==> src/hdl/btr_pkg.sv <==
// Purpose: shared constants and types of the branch trace recorder
// Assumes: 24-bit storage addresses, program levels 1 to 5
// Notes: entry layout is most significant byte first

package btr_pkg;

    // ************************************************
    // widths
    // ************************************************
    localparam int ADDR_W = 32'h18;        // storage address width
    localparam int CNT_W = 32'h10;         // entry count width
    localparam int LVL_W = 32'h3;          // program level width
    localparam int NUM_LVL = 32'h5;        // levels one to five
    localparam int ENTRY_BYTES = 32'h8;    // bytes per trace entry

    // ************************************************
    // external input codes for readback
    // ************************************************
    localparam logic [7:0] EXT_CODE_BASE = 8'h7b;  // buffer start address
    localparam logic [7:0] EXT_CODE_CNT = 8'h7c;   // buffer count

    // ************************************************
    // reset values
    // ************************************************
    localparam logic [ADDR_W-1:0] BASE_RST = 24'h000000;
    localparam logic [CNT_W-1:0] COUNT_RST = 16'h0000;
    localparam logic [4:0] LVL_PAD = 5'h00;        // upper bits of a level byte

    // kinds of branch event offered by the core
    typedef enum logic [1:0] {
        KIND_BRANCH = 2'h0,  // taken branch instruction
        KIND_IARW = 2'h1,    // write to the instruction address register
        KIND_INTR = 2'h2,    // program interrupt
        KIND_EXIT = 2'h3     // return from interrupt
    } btr_kind_type;

    // recorder states, one-hot
    typedef enum logic [1:0] {
        ST_IDLE = 2'h1,   // waiting for an event
        ST_STORE = 2'h2   // entry store outstanding
    } btr_state_type;

    // one eight-byte entry, byte 0 in the top bits
    typedef struct packed {
        logic [7:0] src_lvl;
        logic [ADDR_W-1:0] src_addr;
        logic [7:0] tgt_lvl;
        logic [ADDR_W-1:0] tgt_addr;
    } btr_entry_type;

endpackage

==> src/hdl/btr_setup_if.sv <==
// Purpose: carries buffer setup values from the setup holder to the recorder
// Assumes: both ends on clk
// Notes: pend stays high until the recorder returns taken

`timescale 1ns/100ps
`default_nettype none

interface btr_setup_if;
    logic [btr_pkg::ADDR_W-1:0] base;  // buffer start address
    logic [btr_pkg::CNT_W-1:0] count;  // buffer size in entries
    logic pend;                        // new values not yet applied
    logic taken;                       // recorder applied them this cycle

    modport prov (output base, output count, output pend, input taken);
    modport use_side (input base, input count, input pend, output taken);
endinterface

`default_nettype wire

==> src/hdl/btr_scope.sv <==
// Purpose: decides whether one address and level lie in the traced scope
// Assumes: level zero is never selected
// Notes: purely combinational, used once for each side of a branch

`timescale 1ns/100ps
`default_nettype none

module btr_scope #(
    parameter int AW = btr_pkg::ADDR_W,
    parameter int LW = btr_pkg::LVL_W,
    parameter int NL = btr_pkg::NUM_LVL
) (
    input wire logic [AW-1:0] addr,
    input wire logic [LW-1:0] level,
    input wire logic [AW-1:0] range_lo,
    input wire logic [AW-1:0] range_hi,
    input wire logic [NL-1:0] level_sel,
    output logic in_scope
);
    logic lvl_ok;  // level is one of the selected ones
    logic adr_ok;  // address inside the inclusive range

    // ************************************************
    // level match
    // ************************************************
    always_comb begin
        lvl_ok = 1'b0;
        for (int i = 0; i < NL; i++) begin
            if (level_sel[i] && (level == LW'(i + 1))) begin
                lvl_ok = 1'b1;
            end
        end
    end

    assign adr_ok = (addr >= range_lo) && (addr <= range_hi);
    assign in_scope = adr_ok && lvl_ok;
endmodule // btr_scope

`default_nettype wire

==> src/hdl/btr_setup.sv <==
// Purpose: holds buffer start address and count from two loaders
// Assumes: load strobes are one-cycle pulses on clk
// Notes: the maintenance loader wins a same-cycle clash

`timescale 1ns/100ps
`default_nettype none

module btr_setup (
    input wire logic clk,
    input wire logic rst_n,
    input wire logic mss_load,
    input wire logic [btr_pkg::ADDR_W-1:0] mss_base,
    input wire logic [btr_pkg::CNT_W-1:0] mss_count,
    input wire logic cp_load,
    input wire logic [btr_pkg::ADDR_W-1:0] cp_base,
    input wire logic [btr_pkg::CNT_W-1:0] cp_count,
    btr_setup_if.prov sif
);
    typedef struct packed {
        logic [btr_pkg::ADDR_W-1:0] base;
        logic [btr_pkg::CNT_W-1:0] count;
        logic pend;
    } btr_setup_type;

    localparam btr_setup_type SETUP_RST = '{
        base: btr_pkg::BASE_RST, count: btr_pkg::COUNT_RST, pend: 1'b0};

    btr_setup_type r;       // registered state
    btr_setup_type next_r;  // next state

    // ************************************************
    // load selection
    // ************************************************
    always_comb begin
        next_r = r;
        if (sif.taken) begin
            next_r.pend = 1'b0;  // applied by the recorder
        end
        // a later maintenance load overrides a program load
        if (mss_load) begin
            next_r.base = mss_base;
            next_r.count = mss_count;
            next_r.pend = 1'b1;      // new load beats the taken clear
        end else if (cp_load) begin
            next_r.base = cp_base;
            next_r.count = cp_count;
            next_r.pend = 1'b1;
        end
    end

    // state register
    always_ff @(posedge clk or negedge rst_n) begin
        if (!rst_n) begin
            r <= SETUP_RST;
        end else begin
            r <= next_r;
        end
    end

    assign sif.base = r.base;
    assign sif.count = r.count;
    assign sif.pend = r.pend;
endmodule // btr_setup

`default_nettype wire

==> src/hdl/btr_recorder.sv <==
// Purpose: branch trace recorder beside the central control unit
// Assumes: core and maintenance subsystem run on clk; one store port
// Notes: core holds off new events while core_stall is high

`timescale 1ns/100ps
`default_nettype none

// Functional notes
// - one eight-byte entry per traced branch
// - interrupts and returns recorded as branches
// - byte layout: srclvl, srcaddr, tgtlvl, tgtaddr
// - branch or register write: both levels current
// - interrupt: old level/address, new level/address
// - return: exited level/address, resumed level/address
// - levels written as binary 01 to 05
// - start address and entry count set first
// - record only inside the address range
// - record only on selected levels
// - wrap overwrites oldest entries from start
// - stop-on-address keeps latest entries before stop
// - start address readable at code 7B
// - buffer count readable at code 7C
// - core stalled while an entry stores
// - maintenance may overwrite program-set values
module btr_recorder #(
    parameter int CW = btr_pkg::CNT_W,   // entry count width
    parameter int NL = btr_pkg::NUM_LVL  // number of program levels
) (
    input wire logic clk,
    input wire logic rst_n,

    // branch events from the core
    input wire logic ev_valid,
    input wire btr_pkg::btr_kind_type ev_kind,
    input wire logic [btr_pkg::LVL_W-1:0] ev_src_level,
    input wire logic [btr_pkg::ADDR_W-1:0] ev_src_addr,

    input wire logic [btr_pkg::LVL_W-1:0] ev_tgt_level,
    input wire logic [btr_pkg::ADDR_W-1:0] ev_tgt_addr,
    output logic core_stall,

    // trace options
    input wire logic trace_enable,
    input wire logic wrap_enable,
    input wire logic stop_enable,
    input wire logic [btr_pkg::ADDR_W-1:0] stop_addr,
    input wire logic [btr_pkg::ADDR_W-1:0] range_lo,
    input wire logic [btr_pkg::ADDR_W-1:0] range_hi,
    input wire logic [NL-1:0] level_sel,

    // buffer setup from two loaders
    input wire logic mss_load,
    input wire logic [btr_pkg::ADDR_W-1:0] mss_base,
    input wire logic [btr_pkg::CNT_W-1:0] mss_count,

    input wire logic cp_load,
    input wire logic [btr_pkg::ADDR_W-1:0] cp_base,
    input wire logic [btr_pkg::CNT_W-1:0] cp_count,

    // storage write port
    output logic mem_req,
    output logic [btr_pkg::ADDR_W-1:0] mem_addr,
    output logic [63:0] mem_data,
    input wire logic mem_ack,

    // external input readback
    input wire logic ext_rd,
    input wire logic [7:0] ext_code,
    output logic ext_valid,
    output logic [btr_pkg::ADDR_W-1:0] ext_data,

    // status
    output logic trace_full,
    output logic stop_hit,
    output logic [CW-1:0] entries_left
);

    // ************************************************
    // state
    // ************************************************
    typedef struct packed {
        btr_pkg::btr_state_type st;       // sequencer state
        logic [btr_pkg::ADDR_W-1:0] ptr;  // next store address
        logic [CW-1:0] remain;            // entries left before end
        btr_pkg::btr_entry_type entry;    // entry being stored

        logic mem_req;                    // store request
        logic stall;                      // hold the core

        logic full;                       // buffer ended, no wrap
        logic stop_pend;                  // entry hit stop address
        logic stopped;                    // recording frozen

        logic ext_valid;                  // readback answer
        logic [btr_pkg::ADDR_W-1:0] ext_data;
    } btr_rec_type;

    localparam btr_rec_type REC_RST = '{
        st: btr_pkg::ST_IDLE,
        ptr: btr_pkg::BASE_RST,
        remain: CW'(btr_pkg::COUNT_RST),
        default: '0};

    // pointer step of one entry
    localparam logic [btr_pkg::ADDR_W-1:0] STEP =
        btr_pkg::ADDR_W'(btr_pkg::ENTRY_BYTES);

    btr_rec_type r;        // registered state
    btr_rec_type next_r;   // next state

    btr_setup_if sif ();   // setup values from the holder

    logic src_ok;          // source side in scope
    logic tgt_ok;          // target side in scope
    logic take;            // accept the offered event

    btr_pkg::btr_entry_type built;  // entry formed from the event

    // ************************************************
    // setup holder and scope checks
    // ************************************************
    btr_setup u_setup (
        .clk(clk),
        .rst_n(rst_n),
        .mss_load(mss_load),
        .mss_base(mss_base),
        .mss_count(mss_count),
        .cp_load(cp_load),
        .cp_base(cp_base),
        .cp_count(cp_count),
        .sif(sif)
    );

    // the source side decides for branches made inside a level
    btr_scope #(.NL(NL)) u_src_scope (
        .addr(ev_src_addr),
        .level(ev_src_level),
        .range_lo(range_lo),
        .range_hi(range_hi),
        .level_sel(level_sel),
        .in_scope(src_ok)
    );

    // the target side catches entries into a traced level
    btr_scope #(.NL(NL)) u_tgt_scope (
        .addr(ev_tgt_addr),
        .level(ev_tgt_level),
        .range_lo(range_lo),
        .range_hi(range_hi),
        .level_sel(level_sel),
        .in_scope(tgt_ok)
    );

    // setup is applied only between stores so no entry is split
    assign sif.taken = sif.pend && (r.st == btr_pkg::ST_IDLE);

    // ************************************************
    // entry formation
    // ************************************************
    always_comb begin
        built.src_addr = ev_src_addr;
        built.tgt_addr = ev_tgt_addr;

        case (ev_kind)
            btr_pkg::KIND_BRANCH, btr_pkg::KIND_IARW: begin
                // both level bytes carry the current level
                built.src_lvl = {btr_pkg::LVL_PAD, ev_src_level};
                built.tgt_lvl = {btr_pkg::LVL_PAD, ev_src_level};
            end

            btr_pkg::KIND_INTR, btr_pkg::KIND_EXIT: begin
                // old or exited level, then the level entered
                built.src_lvl = {btr_pkg::LVL_PAD, ev_src_level};
                built.tgt_lvl = {btr_pkg::LVL_PAD, ev_tgt_level};
            end

            default: begin
                built.src_lvl = {btr_pkg::LVL_PAD, ev_src_level};
                built.tgt_lvl = {btr_pkg::LVL_PAD, ev_tgt_level};
            end
        endcase
    end

    // every event kind is traced alike once in scope
    assign take = trace_enable && ev_valid && (src_ok || tgt_ok)
        && !r.full
        && !r.stopped
        && (r.remain != '0);

    // ************************************************
    // sequencer
    // ************************************************
    always_comb begin
        next_r = r;
        next_r.ext_valid = 1'b0;

        // readback answers the cycle after the request
        if (ext_rd) begin
            next_r.ext_valid = 1'b1;

            if (ext_code == btr_pkg::EXT_CODE_BASE) begin
                next_r.ext_data = sif.base;
            end else if (ext_code == btr_pkg::EXT_CODE_CNT) begin
                next_r.ext_data = btr_pkg::ADDR_W'(sif.count);
            end else begin
                next_r.ext_data = '0;  // unknown code reads zero
            end
        end

        case (r.st)
            btr_pkg::ST_IDLE: begin
                if (sif.taken) begin
                    // fresh buffer: restart from the top
                    next_r.ptr = sif.base;
                    next_r.remain = CW'(sif.count);

                    next_r.full = 1'b0;
                    next_r.stopped = 1'b0;
                    next_r.stop_pend = 1'b0;
                end else if (take) begin
                    next_r.entry = built;

                    next_r.mem_req = 1'b1;
                    next_r.stall = 1'b1;

                    next_r.stop_pend = stop_enable && (ev_src_addr == stop_addr);
                    next_r.st = btr_pkg::ST_STORE;
                end
            end

            btr_pkg::ST_STORE: begin
                // request and stall stand until the store is acknowledged
                if (mem_ack) begin

                    next_r.mem_req = 1'b0;
                    next_r.stall = 1'b0;
                    next_r.st = btr_pkg::ST_IDLE;

                    next_r.ptr = r.ptr + STEP;
                    next_r.remain = r.remain - CW'(1);

                    if (r.remain == CW'(1)) begin
                        if (wrap_enable) begin
                            // oldest entries are overwritten from the start
                            next_r.ptr = sif.base;
                            next_r.remain = CW'(sif.count);
                        end else begin
                            next_r.full = 1'b1;
                        end
                    end

                    // freeze after the stop entry so the latest n survive
                    if (r.stop_pend) begin
                        next_r.stopped = 1'b1;
                        next_r.stop_pend = 1'b0;
                    end
                end
            end

            default: begin
                next_r = REC_RST;  // illegal code recovers to idle
            end
        endcase

        // a disabled trace releases a freeze so it can be rearmed
        if (!trace_enable && (r.st == btr_pkg::ST_IDLE)) begin
            next_r.stopped = 1'b0;
        end
    end

    // ************************************************
    // state register
    // ************************************************
    always_ff @(posedge clk or negedge rst_n) begin
        if (!rst_n) begin
            r <= REC_RST;
        end else begin
            r <= next_r;
        end
    end

    // ************************************************
    // outputs, all from state flops
    // ************************************************
    assign core_stall = r.stall;
    assign mem_req = r.mem_req;
    assign mem_addr = r.ptr;
    assign mem_data = r.entry;

    assign ext_valid = r.ext_valid;
    assign ext_data = r.ext_data;

    assign trace_full = r.full;
    assign stop_hit = r.stopped;
    assign entries_left = r.remain;

endmodule // btr_recorder

`default_nettype wire

==> config.mk <==
export PLATFORM = sky130hd
export DESIGN_NAME = btr_recorder
export DESIGN_NICKNAME = d
export VERILOG_FILES = /design/src/hdl/btr_pkg.sv /design/src/hdl/btr_setup_if.sv /design/src/hdl/btr_scope.sv /design/src/hdl/btr_setup.sv /design/src/hdl/btr_recorder.sv
export SDC_FILE = /design/constraint.sdc
export NUM_CORES = 1
export LEC_CHECK = 0
export BUFFER_PORTS_ARGS = -buffer_cell sky130_fd_sc_hd__buf_2
export CELL_PAD_IN_SITES_DETAIL_PLACEMENT = 0
export CELL_PAD_IN_SITES_GLOBAL_PLACEMENT = 1
export CORE_ASPECT_RATIO = 1.75
export CORE_MARGIN = 5
export CORE_UTILIZATION = 39
export DETAILED_ROUTE_END_ITERATION = 8
export GPL_TIMING_DRIVEN = 1
export MAX_ROUTING_LAYER = met4
export PLACE_DENSITY = 0.85
export SYNTH_ARGS = -nofsm -noshare
export SYNTH_HDL_FRONTEND = slang
export SYNTH_SLANG_ARGS = --single-unit
==> constraint.sdc <==
create_clock -name clk -period 2.69 [get_ports clk]
set_input_delay 0.1345 -clock clk [delete_from_list [all_inputs] [get_ports clk]]
set_output_delay 0.1345 -clock clk [all_outputs]
set_load 0.02 [all_outputs]
# == After elaboration in Yosys (flattened, before gate mapping) ==
# Index checks and enable logic that the tools add are counted.
# Widths: inputs -> output; s select.
# totals
input_bits,231
regBits,177
word_cells,131
# op_classes
muxes,37
n_lt_le_gt_ge,4
reduce_logical,40
n_eq_ne,30
n_bitwise,1
add_sub_neg,2
# ops
operator,count
$mux 66,2
$pmux 64 s2,1
$mux 40,3
$pmux 42 s2,1
$mux 41,2
$mux 25,2
$ge 24x24->1,2
$le 24x24->1,2
$mux 42,1
$add 24x4->24 const B,1
$eq 24x24->1,1
$mux 24,1
$logic_and 1x1->1,22
$mux 1,17
$eq 16x1->1 const B,1
$eq 8x7->1 const B,2
$mux 16,1
$pmux 8 s2,1
$reduce_bool 16->1,1
$sub 16x1->16 const B,1
$eq 3x2->1 const B,4
$eq 3x3->1 const B,4
$ne 2x2->1 const B,6
$pmux 5 s2,1
other kinds (20),34

# == Depth between registers and ports, before layout ==
# depth
depth_word,17
mapped_depth,12
depth_no_buf,10

# == Cells and area by module ==
# Synthesis repeated with hierarchy kept, for this count alone.
# unflattened
cells_unflattened,1323
area_unflattened_um2,12135.4
# modules_own_cells
module,n_inst,cells_each,area_per_inst_um2
btr_recorder,1,795,7743.7
btr_scope,2,175,1228.7
btr_setup,1,178,1934.4

# == Worst setup path before layout ==
# Ideal clock, no wire load.
# synth_timing
path_type,input -> register
startpoint,input port range_hi[11] (netlist bit)
endpoint,register r[26] (netlist bit)
path_stages,10
arrival_ps,2273
slack_ps,293
path_cell_list,inv_1 > ha_1 > and3_1 > a221o_1 > a22oi_1 > nor3b_2 > a22oi_1 > o32a_1 > o31ai_1 > mux2_2
# synth_via
elab_chain_len,10
word_cells_on_any_way,13
cone_classes,order compare: 2; eq/ne: 1; reduce/logical: 10
# synth_lines
item,line,source
from (decl),btr_recorder.sv:48,"input wire logic [btr_pkg::ADDR_W-1:0] range_hi,"
$le 24x24->1,btr_scope.sv:35,assign adr_ok = (addr >= range_lo) && (addr <= range_hi);
$logic_and 1x1->1,btr_scope.sv:35,
$logic_and 1x1->1,btr_scope.sv:36,assign in_scope = adr_ok && lvl_ok;
$logic_or 1x1->1 *,btr_recorder.sv:185,assign take = trace_enable && ev_valid && (src_ok || tgt_ok)
$logic_and 1x1->1 *,btr_recorder.sv:185,
$logic_and 1x1->1 *,btr_recorder.sv:186,&& !r.full
$logic_and 1x1->1 *,btr_recorder.sv:187,&& !r.stopped
$logic_and 1x1->1 *,btr_recorder.sv:188,&& (r.remain != '0);
$ne 3x3->1 (no source line) *,-,
$reduce_and 2->1 (no source line) *,-,
to (signal assigned),btr_recorder.sv:278,r <= next_r;
to (decl),btr_recorder.sv:108,btr_rec_type r;
# Every way passes the cells marked *; elsewhere a longest branch is shown, timed or not.
# A chain may end at the register's enable or synchronous reset.

# == Worst setup path after layout ==
# layout_timing
startpoint,input port range_lo[23] (netlist bit)
endpoint,register r[135] (netlist bit)
# layout_via
elab_chain_len,10
word_cells_on_any_way,13
cone_classes,order compare: 2; eq/ne: 1; reduce/logical: 10
# layout_lines
item,line,source
from (decl),btr_recorder.sv:47,"input wire logic [btr_pkg::ADDR_W-1:0] range_lo,"
$ge 24x24->1,btr_scope.sv:35,
$logic_and 1x1->1,btr_scope.sv:35,
$logic_and 1x1->1,btr_scope.sv:36,
$logic_or 1x1->1 *,btr_recorder.sv:185,
$logic_and 1x1->1 *,btr_recorder.sv:185,
$logic_and 1x1->1 *,btr_recorder.sv:186,
$logic_and 1x1->1 *,btr_recorder.sv:187,
$logic_and 1x1->1 *,btr_recorder.sv:188,
$ne 2x2->1 (no source line) *,-,
$reduce_and 3->1 (no source line) *,-,
# Marked as above.

==> summary.txt <==
Worst setup path
  – Max stage delay cell, worst path: nor4_1
  – CP Buf/Inv Count: 4
  – CP required: 3.06 ns
  – Max incr delay on CP: 0.57 ns
  – RR Endpoint: mem_data[14]
  – Crit path launch type: input pin
  – WP data arrival: 3.02 ns
  – FF-to-FF Start: entries_left[0]
  – R2R depth: 10
  – Reg-to-reg setup timing slack: 0.17 ns
  – Crit Path Max Fanout: 25
  – Crit path max-delay family: simple AND/OR/NAND/NOR gates
  – Critical path class: in2reg
  – Setup crit end kind: flip-flop
  – Crit-path cells: buf_2, inv_1, ha_1, nand4_1, nor4_1, buf_4, nand2_1, o21ai_1, o211ai_1, o32a_2, buf_12, or4_1, a21oi_1

Layout
  – P&R area growth vs syn: 30.0%
  – Fin util: 0.514
  – Fillcell total: 2815
  – Layout cells sized above 1: 0.302
  – # nets final: 2054
  – Reg area: 0.00413 mm²
  – Post-route insts no fill: 2116
  – Final Cell Area: 0.0152 mm²
  – Area occupied by multi-input gates: 0.00593 mm²

Global routing
  – Met2 Use GR: 0.481
  – Global-route wire length before repair: 67400 µm
  – Gr ovfl total: 0
  – GRT busiest layer: met2
  – Initial antenna violation count: 0
  – Vias in the first global route: 12.1k
  – All-Layer GR Usage: 0.269
  – Met3 GRT Util: 0.0590
  – Largest net degree at the start of global routing: 64
  – GRT met1 Usage: 0.252

Placed design
  – GPL Wtd Cong: 1.05
  – Placed instance area: 0.0137 mm²
  – Inst Count DP: 1994
  – Port Buf Inserts: 352
  – DP HPWL: 35900 µm

Detailed routing
  – # DRC: 0
  – Initial DRC Count: 687
  – WL per Instance: 21.2 µm
  – Post-DRT Antenna Nets: 0
  – Post-DR vias/cell: 5.37
  – Wirelength, routed: 44900 µm
  – Detailed Routing Iterations Pass 1: 5
  – Overall via count from detail_route: 11.4k

Synth
  – YS warnings: 0
  – Post-synth top flop: dfrtp_1
  – Post-synth EDFFs: 0
  – Fraction of registers with async set/reset: 1.00
  – Netlist cell types: 54
  – Seq/Total Area, Yosys: 0.354
  – Syn_area_per_cell: 8.76 µm²
  – #FFs+latches synth: 165
  – Mapped Cells: 1331
  – Synth Cell Area: 0.0117 mm²

Worst hold path
  – Worst Hold Path EP: u_setup.sif.base[10]
  – Worst hold stages: 3
  – HP Class: in2reg
  – Hold Path Origin: cp_base[10]

Clocking
  – Reg clk slew, reported paths: 0.07 ns
  – Clk_lat worst skew: 0.44 ns
  – Clock Path Buffers: 2
  – Clk sinks: 165
  – H-tree Lvls: 4
  – TritonCTS buffer count: 17
  – Clk root buf: clkbuf_16
  – CTS tree: done

Timing
  – Final hold violations: 0
  – Slew Viols, Final: 0
  – Fin crit period: 2.65 ns
  – Max transition margin: 0.413
  – Setup violations, final: 0
  – Slew @ Worst Pin: 0.858 ns
  – Maximum clock rate: 377 MHz
  – Worst hold slack: 0.0251 ns
  – Clock skew: 0.0105 ns
  – Fin crit share: 0.985

Pwr
  – Fraction of power spent switching nets: 0.408
  – Comb pwr share: 0.390
  – Leak Pwr: 0.00782 µW
  – PD cells: 600 mW/mm²
  – Max VDD drop: 0.441 mV
  – Switching Power: 3710 µW
  – Register share of total power: 0.359
  – Clock power share: 0.251
  – Int Power: 5380 µW
  – Design Power: 9100 µW

Flow run
  – Max Cap Viol: 0

Status
  – Status: finished, final reports clean

Floorplanning
  – Core box area: 0.0295 mm²
  – Starting Density: 0.395
  – Die ar.: 0.0336 mm²
  – Die height: 239 µm
  – # rows: 83
  – # IOs: 364
  – Die Width: 141 µm
-- through the flow --
step	setup slack [ns]	setup TNS, ns
after floorplan	0.293	0
after global placement	-0.381	-14.35
after detailed placement	-0.420	-14.72
after CTS	0.0165	0
after global routing	-0.0521	-0.0556
final	0.0391	0
-- cells in the final DEF (no fill, tap or decap), types with 7 or more instances in the layout --
cell	Yosys	routed
ha_1	102	100
nor4_1	12	12
nand4_1	21	21
o21ai_0	158	157
mux2i_1	45	45
and3_1	9	9
clkbuf_16	0	17
nand3_1	33	33
a22oi_1	40	40
buf_2	15	351
dlygate4sd3_1	0	89
o221ai_1	54	54
inv_1	110	110
a32oi_1	7	7
a21oi_1	63	63
nand2_1	106	106
buf_12	0	7
nand2b_1	13	13
xnor2_1	19	19
dfrtp_1	164	164
conb_1	1	10
buf_4	129	115
nor2_1	50	50
a211oi_1	21	21
nor2b_1	11	11
xor2_1	23	23
nor3_1	15	14
-- Yosys cell counts, types with 11 or more instances --
library cell,instances,share of area
mux2i_1,45,0.039
nand4_1,21,0.011
o21ai_0,158,0.068
a211oi_1,21,0.014
nor4_1,12,0.0064
o221ai_1,54,0.041
buf_2,15,0.0064
ha_1,102,0.11
a21oi_1,63,0.027
nor3_1,15,0.0064
nand3_1,33,0.014
inv_1,110,0.035
xnor2_1,19,0.014
nor2b_1,11,0.0059
nand2b_1,13,0.0070
xor2_1,23,0.017
nor2_1,50,0.016
a22oi_1,40,0.026
clkbuf_1,55,0.018
dfrtp_1,164,0.35
nand2_1,106,0.034
buf_4,129,0.083
-- cells by family after synthesis --
logic type	Yosys count	share of synthesized area
other cells	1	0.000322
fa+ha+maj	102	0.109
mux	48	0.0415
buf+inv	312	0.144
flops	165	0.354
simple gates	285	0.117
compound gates	376	0.203
xor+xnor	42	0.0315
-- routing by layer --
| metal | up-vias | routed length (µm) |
|---|---|---|
| met5 | - | 0 |
| met4 | 0 | 3590 |
| met3 | 118 | 2930 |
| met2 | 466 | 23500 |
| met1 | 5380 | 14900 |
| li1 | 5396 | - |
-- sequential cells by signal, summed over array words and instances (netlist names) --
| signal | cells |
|---|---|
| entries_left | 16 |
| ext_data | 24 |
| ext_valid | 1 |
| mem_addr | 24 |
| mem_data | 54 |
| r | 3 |
| stop_hit | 1 |
| trace_full | 1 |
| u_setup.sif.base | 24 |
| u_setup.sif.count | 16 |
| u_setup.sif.pend | 1 |
-- timing repair --
action | 4_1_cts | 5_1_grt
endpoints found under the hold margin | 122 | 0
hold buffers | 89 | 0
buffers inserted | 1 | 0
pin swaps | 1 | 2
endpoints found under the setup margin | 23 | 38
resized for setup | 0 | 5
-- worst reg2reg max path, stage by stage, from the launching register on --
cell	delay, ns
dfrtp_1	0.45
inv_1	0.11
ha_1	0.28
nand2_1	0.13
nor2_1	0.08
nand3_1	0.11
nand4_1	0.17
or3_2	0.46
buf_6	0.24
o221ai_1	0.23
o21ai_0	0.12
-- final cells by class --
type,instances,area share
timing repair buffer,564,0.242
clock inverter,13,0.00627
clock buffer,18,0.0290
sequential,165,0.272
multi-input combinational,863,0.391
inverter,110,0.0272
antenna,1,0.000165
tap,382,0.0315
-- power groups by stage --
| stage | clock network, µW | registers [µW] | logic, µW |
|---|---|---|---|
| 2_1_floorplan | 0 | 3160 | 2390 |
| 3_3_place_gp | 0 | 3290 | 3400 |
| 3_5_place_dp | 0 | 3310 | 3420 |
| 4_1_cts | 2340 | 3260 | 3560 |
| 5_1_grt | 2430 | 3310 | 3860 |
| 6_report | 2280 | 3270 | 3550 |
-- worst max-delay path by stage --
stage / startpoint / to / slack, ns / depth (start not counted)
2_1_floorplan: range_hi[11] / r[26] / 0.29 / 10
3_3_place_gp: range_hi[10] / r[135] / -0.38 / 13
3_5_place_dp: ev_tgt_addr[9] / r[135] / -0.42 / 12
4_1_cts: ev_src_addr[7] / r[135] / 0.02 / 12
5_1_grt: ev_src_addr[7] / r[135] / -0.05 / 10
6_report: range_lo[23] / r[135] / 0.04 / 13
Power figures use the tool's default switching activity.
